### config.mk
export PLATFORM = sky130hd
export DESIGN_NAME = codec_port_control
export DESIGN_NICKNAME = d
export VERILOG_FILES = /design/src/design/codec_port_pkg.sv /design/src/design/codec_port_control.sv
export VERILOG_INCLUDE_DIRS = /design/src /design/src/design
export SDC_FILE = /design/constraint.sdc
export NUM_CORES = 1
export LEC_CHECK = 0
export BUFFER_PORTS_ARGS = -buffer_cell sky130_fd_sc_hd__buf_4
export CAP_MARGIN = 20
export CELL_PAD_IN_SITES_DETAIL_PLACEMENT = 0
export CELL_PAD_IN_SITES_GLOBAL_PLACEMENT = 1
export CORE_MARGIN = 10
export CORE_UTILIZATION = 43
export CTS_CLUSTER_SIZE = 8
export DETAILED_ROUTE_END_ITERATION = 6
export GPL_TIMING_DRIVEN = 0
export PLACE_DENSITY = 0.83
export REMOVE_ABC_BUFFERS = 1
export SLEW_MARGIN = 10
export SYNTH_ARGS = -nofsm -noshare
export SYNTH_HDL_FRONTEND = slang
export SYNTH_HIERARCHICAL = 1
export SYNTH_SLANG_ARGS = --single-unit
### constraint.sdc
create_clock -name clk_i -period 5.5 [get_ports clk_i]
set_clock_uncertainty 0.2 [all_clocks]
set_input_delay 1.1 -clock clk_i [delete_from_list [all_inputs] [get_ports clk_i]]
set_output_delay 1.1 -clock clk_i [all_outputs]
set_load 0.01 [all_outputs]
### src/design/codec_port_consts.svh
`ifndef CODEC_PORT_CONSTS_SVH
`define CODEC_PORT_CONSTS_SVH

// Register byte addresses.
`define CPC_CTRL_ADDR 32'h8000_2000
`define CPC_EVT_STAT_ADDR 32'h8000_2004
`define CPC_EVT_CLR_ADDR 32'h8000_2008
`define CPC_EVT_EN_ADDR 32'h8000_200C
`define CPC_FLAG_STAT_ADDR 32'h8000_2010

// Control field positions.
`define CPC_AUD_DIV_LSB 0
`define CPC_AUD_DIV_MSB 6
`define CPC_TEL_DIV_LSB 8
`define CPC_TEL_DIV_MSB 14
`define CPC_EN_BIT 16
`define CPC_SPARE_BIT 17
`define CPC_MODE_BIT 18
`define CPC_TEL_TX_MASK_BIT 19
`define CPC_TEL_RX_MASK_BIT 20
`define CPC_AUD_TX_MASK_BIT 21
`define CPC_AUD_RX_MASK_BIT 22
`define CPC_LB_BIT 23

// Writable bits of the control word and its reset value.
`define CPC_CTRL_WMASK 32'h00FF_7F7F
`define CPC_CTRL_RESET 32'h0000_0000

// Capture event bits: 0 audio stored, 1 telecom stored,
// 2 audio timeout, 3 telecom timeout.
`define CPC_EVT_W 4
`define CPC_EVT_RESET 4'h0

// Fixed serial clock prescale ahead of the divisors.
`define CPC_PRESCALE 32
`define CPC_PRESCALE_W 5

`endif

### src/design/codec_port_pkg.sv
package codec_port_pkg;

	typedef enum logic [0:0] {
		CAP_VALID = 1'b0,
		CAP_TIMER = 1'b1
	} capture_mode_t;

	typedef enum logic [1:0] {
		RESP_OKAY = 2'b00,
		RESP_SLVERR = 2'b10
	} axi_resp_t;

endpackage

### src/design/codec_port_control.sv
// Function
// - Mode 0: store sample when valid set
// - Mode 1: first valid, then counter zeros
// - Eight sources, four maskable, four not
// - Interrupt is OR of masked and fixed sources
// - Telecom transmit mask gates its flag
// - Telecom receive mask gates its flag
// - Audio transmit mask gates its flag
// - Audio receive mask gates its flag
// - Masking leaves service flags untouched
// - Loopback 0: paths use own pins
// - Loopback 1: MSB to LSB, pins released
// - Reset clears enable; init others first
// - Reserved bits ignore writes, read zero
// - Rate counters reload divisor at zero
// - Audio divisor bits 6..0, 6 to 127
//
// The AXI4-Lite interface to the registers was decided locally.
`timescale 1ns/1ps
`include "codec_port_consts.svh"

module rate_timer #(
	parameter int DIV_W = 7
) (
	input wire logic clk_i,
	input wire logic rst_n_i,
	input wire logic run_i,
	input wire logic step_i,
	input wire logic [DIV_W-1:0] divisor_i,
	output logic zero_o
);
	logic [DIV_W-1:0] count_ff;
	logic [DIV_W-1:0] nxt_count;
	wire hit = step_i && (count_ff <= 1);

	// Reload on reaching zero keeps the codec and port in lock-step.
	assign nxt_count = !run_i ? divisor_i :
		hit ? divisor_i :
		step_i ? count_ff - 1'b1 : count_ff;
	assign zero_o = run_i && hit;

	// Counter holds its reload value while the port is stopped.
	always_ff @(posedge clk_i or negedge rst_n_i) begin
		if (!rst_n_i) begin
			count_ff <= '0;
		end else begin
			count_ff <= nxt_count;
		end
	end
endmodule

module codec_port_control #(
	parameter int DATA_W = 16
) (
	input wire logic clk_i,
	input wire logic rst_n_i,
	// AXI4-Lite slave.
	input wire logic [31:0] s_axi_awaddr,
	input wire logic s_axi_awvalid,
	output logic s_axi_awready,
	input wire logic [31:0] s_axi_wdata,
	input wire logic [3:0] s_axi_wstrb,
	input wire logic s_axi_wvalid,
	output logic s_axi_wready,
	output codec_port_pkg::axi_resp_t s_axi_bresp,
	output logic s_axi_bvalid,
	input wire logic s_axi_bready,
	input wire logic [31:0] s_axi_araddr,
	input wire logic s_axi_arvalid,
	output logic s_axi_arready,
	output logic [31:0] s_axi_rdata,
	output codec_port_pkg::axi_resp_t s_axi_rresp,
	output logic s_axi_rvalid,
	input wire logic s_axi_rready,
	// Serial link pins.
	input wire logic serial_clock_pin_i,
	input wire logic serial_in_pin_i,
	output logic serial_out_pin_o,
	output logic serial_out_pin_oe_o,
	output logic pins_released_o,
	// Frame engine and shifter.
	input wire logic frame_done_i,
	input wire logic aud_valid_i,
	input wire logic tel_valid_i,
	input wire logic [DATA_W-1:0] aud_data_i,
	input wire logic [DATA_W-1:0] tel_data_i,
	input wire logic shifter_msb_i,
	output logic shifter_lsb_o,
	output logic aud_rx_push_o,
	output logic tel_rx_push_o,
	output logic [DATA_W-1:0] aud_rx_data_o,
	output logic [DATA_W-1:0] tel_rx_data_o,
	output logic port_enable_bit_o,
	output logic capture_mode_bit_o,
	output logic [6:0] audio_rate_divisor_o,
	output logic [6:0] telecom_rate_divisor_o,
	// FIFO service flags and extra sources.
	input wire logic tel_tx_service_flag_i,
	input wire logic tel_rx_service_flag_i,
	input wire logic aud_tx_service_flag_i,
	input wire logic aud_rx_service_flag_i,
	input wire logic [3:0] fixed_irq_src_i,
	output logic codec_irq_o,
	output logic capture_irq_o
);
	import codec_port_pkg::*;

	logic [31:0] ctrl_ff;
	logic [3:0] evt_stat_ff;
	logic [3:0] evt_en_ff;
	logic aw_held_ff;
	logic w_held_ff;
	logic [31:0] awaddr_ff;
	logic [31:0] wdata_ff;
	logic [3:0] wstrb_ff;
	logic bvalid_ff;
	axi_resp_t bresp_ff;
	logic rvalid_ff;
	axi_resp_t rresp_ff;
	logic [31:0] rdata_ff;
	logic [1:0] sclk_sync_ff;
	logic sclk_last_ff;
	logic [1:0] sin_sync_ff;
	logic [`CPC_PRESCALE_W-1:0] pre_ff;
	logic [1:0] armed_ff;
	logic [1:0] pend_ff;
	logic [1:0] push_ff;
	logic [DATA_W-1:0] aud_data_ff;
	logic [DATA_W-1:0] tel_data_ff;

	// Control fields.
	wire enable = ctrl_ff[`CPC_EN_BIT];
	wire mode_timer = ctrl_ff[`CPC_MODE_BIT] == CAP_TIMER;
	wire loopback = ctrl_ff[`CPC_LB_BIT];
	wire [6:0] aud_div = ctrl_ff[`CPC_AUD_DIV_MSB:`CPC_AUD_DIV_LSB];
	wire [6:0] tel_div = ctrl_ff[`CPC_TEL_DIV_MSB:`CPC_TEL_DIV_LSB];
	wire [3:0] imask =
		ctrl_ff[`CPC_AUD_RX_MASK_BIT:`CPC_TEL_TX_MASK_BIT];

	assign port_enable_bit_o = enable;
	assign capture_mode_bit_o = ctrl_ff[`CPC_MODE_BIT];
	assign audio_rate_divisor_o = aud_div;
	assign telecom_rate_divisor_o = tel_div;

	// Write decode: both halves must be held and no response pending.
	wire do_write = aw_held_ff && w_held_ff && !bvalid_ff;
	wire wr_ctrl = awaddr_ff == `CPC_CTRL_ADDR;
	wire wr_clr = awaddr_ff == `CPC_EVT_CLR_ADDR;
	wire wr_en = awaddr_ff == `CPC_EVT_EN_ADDR;
	wire wr_ro = awaddr_ff == `CPC_EVT_STAT_ADDR ||
		awaddr_ff == `CPC_FLAG_STAT_ADDR;
	wire wr_hit = wr_ctrl || wr_clr || wr_en || wr_ro;
	wire [31:0] bmask = {{8{wstrb_ff[3]}}, {8{wstrb_ff[2]}},
		{8{wstrb_ff[1]}}, {8{wstrb_ff[0]}}};
	wire [31:0] wbits = wdata_ff & bmask;
	wire [31:0] ctrl_wmask = bmask & `CPC_CTRL_WMASK;
	wire [31:0] nxt_ctrl = (ctrl_ff & ~ctrl_wmask) |
		(wdata_ff & ctrl_wmask);

	assign s_axi_awready = !aw_held_ff;
	assign s_axi_wready = !w_held_ff;
	assign s_axi_bvalid = bvalid_ff;
	assign s_axi_bresp = bresp_ff;

	// Address and data are latched separately so either may come first.
	always_ff @(posedge clk_i or negedge rst_n_i) begin
		if (!rst_n_i) begin
			aw_held_ff <= 1'b0;
			awaddr_ff <= 32'h0000_0000;
		end else if (s_axi_awvalid && !aw_held_ff) begin
			aw_held_ff <= 1'b1;
			awaddr_ff <= s_axi_awaddr;
		end else if (do_write) begin
			aw_held_ff <= 1'b0;
		end
	end

	// Write data holding stage.
	always_ff @(posedge clk_i or negedge rst_n_i) begin
		if (!rst_n_i) begin
			w_held_ff <= 1'b0;
			wdata_ff <= 32'h0000_0000;
			wstrb_ff <= 4'h0;
		end else if (s_axi_wvalid && !w_held_ff) begin
			w_held_ff <= 1'b1;
			wdata_ff <= s_axi_wdata;
			wstrb_ff <= s_axi_wstrb;
		end else if (do_write) begin
			w_held_ff <= 1'b0;
		end
	end

	// Write response; unmapped addresses answer with a slave error.
	always_ff @(posedge clk_i or negedge rst_n_i) begin
		if (!rst_n_i) begin
			bvalid_ff <= 1'b0;
			bresp_ff <= RESP_OKAY;
		end else if (do_write) begin
			bvalid_ff <= 1'b1;
			bresp_ff <= wr_hit ? RESP_OKAY : RESP_SLVERR;
		end else if (s_axi_bready) begin
			bvalid_ff <= 1'b0;
		end
	end

	// Only the enable bit needs a known reset; the rest is zeroed too.
	always_ff @(posedge clk_i or negedge rst_n_i) begin
		if (!rst_n_i) begin
			ctrl_ff <= `CPC_CTRL_RESET;
		end else if (do_write && wr_ctrl) begin
			ctrl_ff <= nxt_ctrl;
		end
	end

	// Read decode.
	wire [31:0] flag_stat = {22'h00_0000, armed_ff, fixed_irq_src_i,
		aud_rx_service_flag_i, aud_tx_service_flag_i,
		tel_rx_service_flag_i, tel_tx_service_flag_i};
	wire rd_ctrl = s_axi_araddr == `CPC_CTRL_ADDR;
	wire rd_stat = s_axi_araddr == `CPC_EVT_STAT_ADDR;
	wire rd_en = s_axi_araddr == `CPC_EVT_EN_ADDR;
	wire rd_flag = s_axi_araddr == `CPC_FLAG_STAT_ADDR;
	wire rd_clr = s_axi_araddr == `CPC_EVT_CLR_ADDR;
	wire rd_hit = rd_ctrl || rd_stat || rd_en || rd_flag || rd_clr;
	wire [31:0] rd_mux = rd_ctrl ? ctrl_ff :
		rd_stat ? {28'h000_0000, evt_stat_ff} :
		rd_en ? {28'h000_0000, evt_en_ff} :
		rd_flag ? flag_stat : 32'h0000_0000;

	assign s_axi_arready = !rvalid_ff;
	assign s_axi_rvalid = rvalid_ff;
	assign s_axi_rdata = rdata_ff;
	assign s_axi_rresp = rresp_ff;

	// Read answer one cycle after the address is taken.
	always_ff @(posedge clk_i or negedge rst_n_i) begin
		if (!rst_n_i) begin
			rvalid_ff <= 1'b0;
			rdata_ff <= 32'h0000_0000;
			rresp_ff <= RESP_OKAY;
		end else if (s_axi_arvalid && !rvalid_ff) begin
			rvalid_ff <= 1'b1;
			rdata_ff <= rd_mux;
			rresp_ff <= rd_hit ? RESP_OKAY : RESP_SLVERR;
		end else if (s_axi_rready) begin
			rvalid_ff <= 1'b0;
		end
	end

	// Pin synchronisers; the first stage feeds only the second.
	always_ff @(posedge clk_i or negedge rst_n_i) begin
		if (!rst_n_i) begin
			sclk_sync_ff <= 2'b00;
			sin_sync_ff <= 2'b00;
			sclk_last_ff <= 1'b0;
		end else begin
			sclk_sync_ff <= {sclk_sync_ff[0], serial_clock_pin_i};
			sin_sync_ff <= {sin_sync_ff[0], serial_in_pin_i};
			sclk_last_ff <= sclk_sync_ff[1];
		end
	end

	wire sclk_rise = sclk_sync_ff[1] && !sclk_last_ff;
	wire pre_wrap = sclk_rise &&
		(pre_ff == `CPC_PRESCALE_W'(`CPC_PRESCALE - 1));

	// Fixed divide by 32 of the serial clock, idle while disabled.
	always_ff @(posedge clk_i or negedge rst_n_i) begin
		if (!rst_n_i) begin
			pre_ff <= '0;
		end else if (!enable) begin
			pre_ff <= '0;
		end else if (sclk_rise) begin
			pre_ff <= pre_wrap ? '0 : pre_ff + 1'b1;
		end
	end

	logic [1:0] timeout;

	rate_timer #(.DIV_W(7)) aud_timer (
		.clk_i(clk_i), .rst_n_i(rst_n_i), .run_i(enable),
		.step_i(pre_wrap), .divisor_i(aud_div), .zero_o(timeout[0])
	);

	rate_timer #(.DIV_W(7)) tel_timer (
		.clk_i(clk_i), .rst_n_i(rst_n_i), .run_i(enable),
		.step_i(pre_wrap), .divisor_i(tel_div), .zero_o(timeout[1])
	);

	// Index 0 is audio, index 1 is telecom.
	wire [1:0] valid = {tel_valid_i, aud_valid_i};
	wire [1:0] frame = {2{frame_done_i && enable}};
	wire [1:0] take_valid = frame & valid;
	// Each channel arms on its own; a shared arm would skip a sample.
	wire [1:0] take_timer = frame &
		((armed_ff & pend_ff) | (~armed_ff & valid));
	wire [1:0] take = mode_timer ? take_timer : take_valid;
	// A timeout in the storing cycle stays pending for the next frame.
	wire [1:0] nxt_pend = (pend_ff & ~take) | timeout;

	// Arm on the first valid frame after enable; pend on each timeout once armed.
	always_ff @(posedge clk_i or negedge rst_n_i) begin
		if (!rst_n_i) begin
			armed_ff <= 2'b00;
			pend_ff <= 2'b00;
		end else if (!enable) begin
			armed_ff <= 2'b00;
			pend_ff <= 2'b00;
		end else begin
			armed_ff <= armed_ff | (frame & valid);
			pend_ff <= armed_ff & nxt_pend;
		end
	end

	// Stored samples leave as registered pushes to the receive FIFOs.
	always_ff @(posedge clk_i or negedge rst_n_i) begin
		if (!rst_n_i) begin
			push_ff <= 2'b00;
			aud_data_ff <= '0;
			tel_data_ff <= '0;
		end else begin
			push_ff <= take;
			if (take[0]) aud_data_ff <= aud_data_i;
			if (take[1]) tel_data_ff <= tel_data_i;
		end
	end

	assign aud_rx_push_o = push_ff[0];
	assign tel_rx_push_o = push_ff[1];
	assign aud_rx_data_o = aud_data_ff;
	assign tel_rx_data_o = tel_data_ff;

	// Loopback wraps the shifter and hands the pins to the pin controller.
	assign shifter_lsb_o = loopback ? shifter_msb_i : sin_sync_ff[1];
	assign pins_released_o = loopback || !enable;
	assign serial_out_pin_o = shifter_msb_i;
	assign serial_out_pin_oe_o = enable && !loopback;

	// Masks gate only the request; flags pass through untouched.
	wire [3:0] svc = {aud_rx_service_flag_i, aud_tx_service_flag_i,
		tel_rx_service_flag_i, tel_tx_service_flag_i};
	wire tel_tx_req = svc[0] && imask[0];
	wire tel_rx_req = svc[1] && imask[1];
	wire aud_tx_req = svc[2] && imask[2];
	wire aud_rx_req = svc[3] && imask[3];
	assign codec_irq_o = tel_tx_req || tel_rx_req || aud_tx_req ||
		aud_rx_req || (|fixed_irq_src_i);

	// Capture events are sticky; a set in the clearing cycle wins.
	wire [3:0] evt_set = {timeout, take};
	wire [3:0] evt_clr = (do_write && wr_clr) ? wbits[3:0] : 4'h0;

	always_ff @(posedge clk_i or negedge rst_n_i) begin
		if (!rst_n_i) begin
			evt_stat_ff <= `CPC_EVT_RESET;
			evt_en_ff <= `CPC_EVT_RESET;
		end else begin
			evt_stat_ff <= (evt_stat_ff & ~evt_clr) | evt_set;
			if (do_write && wr_en && wstrb_ff[0]) evt_en_ff <= wdata_ff[3:0];
		end
	end

	assign capture_irq_o = |(evt_stat_ff & evt_en_ff);
endmodule

==> flow_metrics.py, run 1 <==
metrics = {
    "sta": {
        "setup_viol": 0,
        "max_freq_mhz": 288,
        "finalCritPeriodShare_pct": 63.1,
        "drv_slew": 0,
        "final-hold-violation-count": 0,
        "whs_ps": 150,
        "rsz0062_at_grt": "false",
        "min_period_ps": 3470,
        "relSlewSlack_pct": 35.9,
        "tightestPinTransition_ps": 959,
        "setup_tns_ps": 0,
    },
    "routing": {
        "drt-wirelength-per-cell_um": 19.2,
        "drc_errors": 0,
        "drt_wl_total_um": 21500,
        "drt_iter0_drc": 218,
        "avgViaCountPerCell": 5.16,
        "drtAntennaViolNets": 0,
        "firstDrtPassIters": 4,
        "dr_total_vias": 5780,
    },
    "power": {
        "vdd_drop_max_mv": 0.302,
        "leakagePower_nw": 5.14,
        "finalPower_w": 0.00360,
        "powerDensity_nw_per_um2": 336,
    },
    "die": {
        "chipWidth_um": 158,
        "pin_count": 250,
        "die-area_um2": 24800,
        "core_area_um2": 18600,
        "fp-row-count": 50,
        "die_y_um": 158,
        "initial_core_util_pct": 43.7,
    },
    "logic_synthesis": {
        "synth-async-reset-ratio_pct": 100,
        "syn_avg_cell_area_um2": 12.4,
        "yosys.area.top_type_share_pct": 54.7,
        "syn_area_um2": 8150,
        "yosys_most_used_dff": "dfrtp_1",
        "synthDistinctLibCells": 54,
        "synth_edf_count": 0,
        "yosysWarnings": 6,
        "synth_top_family_by_area": "multiplexers",
        "yosys-top-cells-area": "dfrtp_1 (55%), mux2_2 (15%), buf_4 (2.4%), o21ai_0 (2.0%), inv_1 (1.8%)",
        "synth.largest_area_cell": "dfrtp_1",
        "synth_compound_area_share_pct": 8.57,
        "synth_mux_area_share_pct": 17.0,
        "synthSimpleGateAreaFrac_pct": 13.1,
        "seq_area_frac_synth_pct": 54.7,
        "synthAdderAreaFrac_pct": 0.922,
        "synth-seq-cells": 178,
        "synthXorXnorAreaFrac_pct": 0.215,
        "synthCells": 657,
    },
    "setup_path": {
        "cp_max_fo": 2,
        "crit_cells": 4,
        "start_kind": "input pin",
        "critPathKind": "input pin to output port",
        "crit_path_end_kind": "output port",
        "path_cells": "buf_4, nor4_1, nand3_1, buf_4",
        "rr_worst_depth": 10,
        "crit_top_cell": "buf_4",
        "critPathArrivalTime_ps": 2170,
        "required_ps": 4200,
        "slowest_delay_ps": 610,
        "critPathSlowestCell": "nor4_1",
        "path_buf_inv": 2,
        "crit_family": "simple AND/OR/NAND/NOR gates",
    },
    "cts": {
        "h-tree-depth": 4,
        "cts_hold_buf": 0,
        "root_buffer": "clkbuf_16",
        "clock_path_buffers": 2,
        "cts_resized": 0,
        "tritoncts": "yes",
        "post-cts-setup-buffer-count": 0,
        "insertion_delay_ps": 430,
        "clock-sinks": 178,
        "clk_pin_slew_ps": 70,
        "cts_buffers": 17,
    },
    "placement": {
        "gp_congestion": 0.865,
        "detailed_place_hpwl_um": 16400,
        "port-buffer-count": 227,
    },
    "global_route": {
        "gr-usage-all-layers_pct": 17.4,
        "grt_max_degree": 67,
        "grt_overflow": 0,
        "grt_pass1_wl_um": 33900,
        "grt_pass1_vias": 6184,
        "antenna_found_initial": 0,
    },
    "cells_and_area": {
        "final_cell_mix": "buf_4 (226), dfrtp_1 (178), mux2_2 (108), inv_1 (38), nand2_1 (36)",
        "layout.nets": 1031,
        "mostFrequentLayoutCell": "buf_4",
        "nFillCells": 1603,
        "area_growth_pct": 31.3,
        "layout-drive-gt1-share_pct": 47.7,
    },
    "min_path": {
        "hold_depth": 0,
        "hp-class": "flop to flop",
    },
    "run": {
        "drv_cap": 0,
    },
    "outcome": {
        "status": "finished clean",
    },
}
-- final cells by class --
class	instances	area [um^2]	area share, %
multi-input cells	402	3300	30.9
clock buffers	18	439	4.11
flip-flops and latches	178	4450	41.6
well taps	234	293	2.74
clock inverters	14	186	1.74
repair buffers	235	1880	17.6
diodes	1	2.50	0.0234
inverters	38	143	1.33
-- worst paths after layout --
path,start,end,slack [ps]
worst max-delay path,fixed_irq_src_i[3],codec_irq_o,2030
min in group asynchronous,rst_n_i,awaddr_ff[9],360
worst min-delay path,sin_sync_ff[0],sin_sync_ff[1],150
worst min register to register,sin_sync_ff[0],sin_sync_ff[1],150
worst max register to register,pre_ff[0],tel_timer/count_ff[2],2630
max in group asynchronous,rst_n_i,async pin,3740
-- through the flow --
step | util [%] | setup slack (ps) | cells | cell area (um^2)
after floorplan | - | 2210 | 618 | 7880
after global placement | 53.0 | 1440 | 1079 | 9880
after detailed placement | 53.8 | 2130 | 1085 | 10000
after CTS | 57.2 | 2120 | 1117 | 10700
after global routing | 57.4 | 2060 | 1119 | 10700
final | 57.4 | 2030 | 1120 | 10700
-- worst register-to-register path: cells and delay by family, from the launching register on --
family / cells / cell delay, ps
adder cells (fa/ha/maj): 2 / 520
AO/OA/AOI/OAI: 2 / 380
buffers and inverters: 3 / 380
flip-flops: 1 / 420
AND/OR/NAND/NOR: 3 / 860
-- synthesized netlist by cell type (3+ instances only) --
master / n
a211oi_1: 4
a21oi_1: 15
a22oi_1: 8
a41oi_1: 3
buf_1: 6
buf_2: 5
buf_4: 26
clkbuf_1: 10
dfrtp_1: 178
ha_1: 6
inv_1: 38
mux2_2: 108
mux2_4: 8
mux2i_1: 5
nand2_1: 36
nand2b_1: 7
nand3_1: 14
nand4_1: 10
nor2_1: 25
nor2b_1: 10
nor3_1: 12
nor3_2: 7
nor3_4: 3
nor4_1: 5
nor4_4: 6
nor4b_1: 6
o211a_1: 4
o21ai_0: 33
o22ai_1: 10
o31ai_1: 8
-- metal layers --
layer | share of wire (%) | GRT usage (%) | vias to the layer above
met3 | 8.5 | 7.33 | 17
met2 | 48 | 27.5 | 164
met1 | 42 | 21.3 | 2830
met5 | 0 | 0 | -
met4 | 1.4 | 4.81 | 0
li1 | - | - | 2769
-- logic make-up after synthesis --
| family | Yosys count |
|---|---|
| other | 1 |
| XOR/XNOR | 2 |
| adder cells (fa/ha/maj) | 6 |
| flip-flops | 178 |
| buffers and inverters | 87 |
| multiplexers | 121 |
| AND/OR/NAND/NOR | 158 |
| AO/OA/AOI/OAI | 104 |
-- power by group --
group	internal (W)	switching (W)
Clock	0.000674	0.000588
Sequential	0.00154	0.000192
Combinational	0.000368	0.000234
Total	0.00258	0.00101
(Power assumes the default switching activity.)
==> run 2: changes to the inputs <==
- ABC_AREA: not set -> 1
- CORE_UTILIZATION: 43 -> 38
- PLACE_DENSITY: 0.83 -> 0.78
- clock period: 5.5 -> 3.47 ns (I/O delays scaled with it)
==> run 2 against run 1 <==
Compared with the run above: hold slack got worse by 130 ps; via count increased by 22%; non-clock buffer count decreased by 4; synthesized cell count increased by 54%; register-to-register slack got worse by 1900 ps; combinational power increased by 78%; die area increased by 18%; sequential share of layout area decreased by 1.6 points; global-route usage decreased by 1.0 points; flip-flop and latch count unchanged; largest cell class unchanged; largest power group unchanged.
==> flow_metrics.py, run 2 <==
metrics = {
    "sta": {
        "relSlewSlack_pct": 33.0,
        "finalCritPeriodShare_pct": 90.2,
        "max_freq_mhz": 319,
        "drv_slew": 0,
        "rsz0062_at_grt": "false",
        "min_period_ps": 3130,
        "tightestPinTransition_ps": 1010,
        "setup_viol": 0,
        "final-hold-violation-count": 0,
        "setup_tns_ps": 0,
    },
    "logic_synthesis": {
        "synth_edf_count": 0,
        "synth-seq-cells": 178,
        "yosys-top-cells-area": "dfrtp_1 (51%), nand2_1 (13%), inv_1 (4.0%), nand3_1 (3.9%), nor2_1 (3.8%)",
        "yosysWarnings": 6,
        "syn_area_um2": 8670,
        "synth.largest_area_cell": "dfrtp_1",
        "synthTopCellsByCount": "nand2_1 (306), dfrtp_1 (178), inv_1 (92)",
        "synthDistinctLibCells": 41,
        "synth-async-reset-ratio_pct": 100,
        "yosys_most_used_dff": "dfrtp_1",
        "syn_avg_cell_area_um2": 8.55,
        "post-synth-top-count-cell": "nand2_1",
        "synthCells": 1015,
        "seq_area_frac_synth_pct": 51.3,
        "yosys.area.top_type_share_pct": 51.3,
    },
    "routing": {
        "firstDrtPassIters": 4,
        "dr_total_vias": 7077,
        "drc_errors": 0,
        "drt-wirelength-per-cell_um": 15.7,
        "drt_iter0_drc": 452,
        "drtAntennaViolNets": 0,
        "drt_wl_total_um": 23900,
        "avgViaCountPerCell": 4.66,
    },
    "global_route": {
        "grt_max_degree": 107,
        "grt_overflow": 0,
        "grt_pass1_vias": 7281,
        "antenna_found_initial": 0,
        "grt_pass1_wl_um": 38200,
        "gr-usage-all-layers_pct": 16.4,
    },
    "placement": {
        "port-buffer-count": 227,
        "gp_congestion": 0.853,
        "detailed_place_hpwl_um": 18000,
    },
    "cts": {
        "cts_hold_buf": 0,
        "root_buffer": "clkbuf_16",
        "cts_resized": 0,
        "tritoncts": "yes",
        "h-tree-depth": 4,
        "post-cts-setup-buffer-count": 0,
        "clock-sinks": 178,
        "insertion_delay_ps": 430,
        "clock_path_buffers": 2,
        "clk_pin_slew_ps": 70,
        "cts_buffers": 17,
    },
    "min_path": {
        "hp-class": "input pin to async pin",
    },
    "cells_and_area": {
        "n_antenna_cell": 0,
        "utilization_pct": 49.3,
        "layout.nets": 1382,
        "final_cell_mix": "nand2_1 (304), buf_4 (226), dfrtp_1 (178), inv_1 (92), nor2_1 (88)",
        "area_growth_pct": 28.4,
        "layout-drive-gt1-share_pct": 29.2,
        "mostFrequentLayoutCell": "nand2_1",
    },
    "die": {
        "die-area_um2": 29300,
        "chipWidth_um": 171,
        "core_area_um2": 22600,
        "fp-row-count": 55,
        "die_y_um": 171,
        "initial_core_util_pct": 38.4,
        "pin_count": 250,
    },
    "setup_path": {
        "crit_path_end_kind": "output port",
        "required_ps": 2580,
        "critPathKind": "flop to output port",
        "cp_max_fo": 22,
        "critPathArrivalTime_ps": 2240,
        "start_kind": "flop",
    },
    "power": {
        "leakagePower_nw": 5.76,
        "powerDensity_nw_per_um2": 506,
        "finalPower_w": 0.00564,
        "vdd_drop_max_mv": 0.331,
    },
    "outcome": {
        "status": "finished clean",
    },
    "run": {
        "drv_cap": 0,
    },
}
==> run 2: cell types whose count changed after synthesis, sizes merged, moves of 8 or more <==
cell and change:
nor4b -8, nor2b -10, o21ai +19, nor3 -15
a21oi +19, nor2 +80, inv +78, nand2 +284
mux2 -91, nor4 -10, nand3 +62, a22oi -8
==> run 2: path summary, 6_finish.rpt <==
check / slack (ps) / end / startpoint / depth (start not counted)
hold / removal: 20 / aud_rx_data_o[14] / rst_n_i / 1
setup / recovery: 340 / pins_released_o / flop / 4
max in group asynchronous: 2130 / evt_en_ff[2] / rst_n_i / 2
min in group clk_i: 150 / sclk_sync_ff[1] / sclk_sync_ff[0] / 0
hold reg to reg: 150 / sclk_sync_ff[1] / sclk_sync_ff[0] / 0
setup reg to reg: 710 / pend_ff[1] / pre_ff[0] / 12
==> run 2: cell families (layout without fill, tap and decap cells) <==
logic type / count (synthesis) / after routing / synth area share, %
AOI/OAI and AO/OA: 98 / 98 / 6.94
xor gates and xnor gates: 3 / 3 / 0.303
adders and majority gates: 6 / 6 / 0.865
buffers and inverters: 168 / 378 / 8.88
DFF: 178 / 178 / 51.3
muxes: 25 / 25 / 3.25
other: 1 / 11 / 0.0432
and+or+nand+nor: 536 / 536 / 28.4
==> run 2: where the power goes <==
group	leakage (nW)	internal (W)	switching [W]	total, W
sequential	2.30	0.00243	0.000192	0.00262
combinational	3.18	0.000456	0.000610	0.00107
clock	0.283	0.00109	0.000858	0.00195
==> run 2: area by class of cell <==
type | instances | area, um^2
repair buffers | 231 | 1810
inverters | 116 | 435
clock buffers | 18 | 439
well taps | 285 | 357
multi-input cells | 679 | 3490
fillers | 2198 | 11400
clock inverters | 13 | 150
flip-flops and latches | 178 | 4450
==> run 2: worst max-delay path, stage by stage, from the launching register on <==
cell	delay, ps
dfrtp_1	1010
inv_1	380
nor2_1	230
inv_1	60
buf_4	140
==> run 2: metal layers <==
layer  track usage [%]  part of all wire, %  wire length [um]  up-vias
met1              19.8                   43             10300     3274
met3              7.03                  9.9              2370       14
li1                  -                    -                 -     3597
met4              3.78                 0.80               191        0
met5                 0                    0                 0        -
met2              26.4                   46             11100      192
==> run 2: metrics by stage <==
stage	instances	setup slack (ps)	hold WS [ps]	instance area, um^2
after global routing	1520	113	52.5	11100
final	1520	338	17.1	11100
after floorplan	973	1150	131	8380
after CTS	1520	311	33.6	11100
after global placement	1485	321	133	10400
after detailed placement	1489	695	135	10500
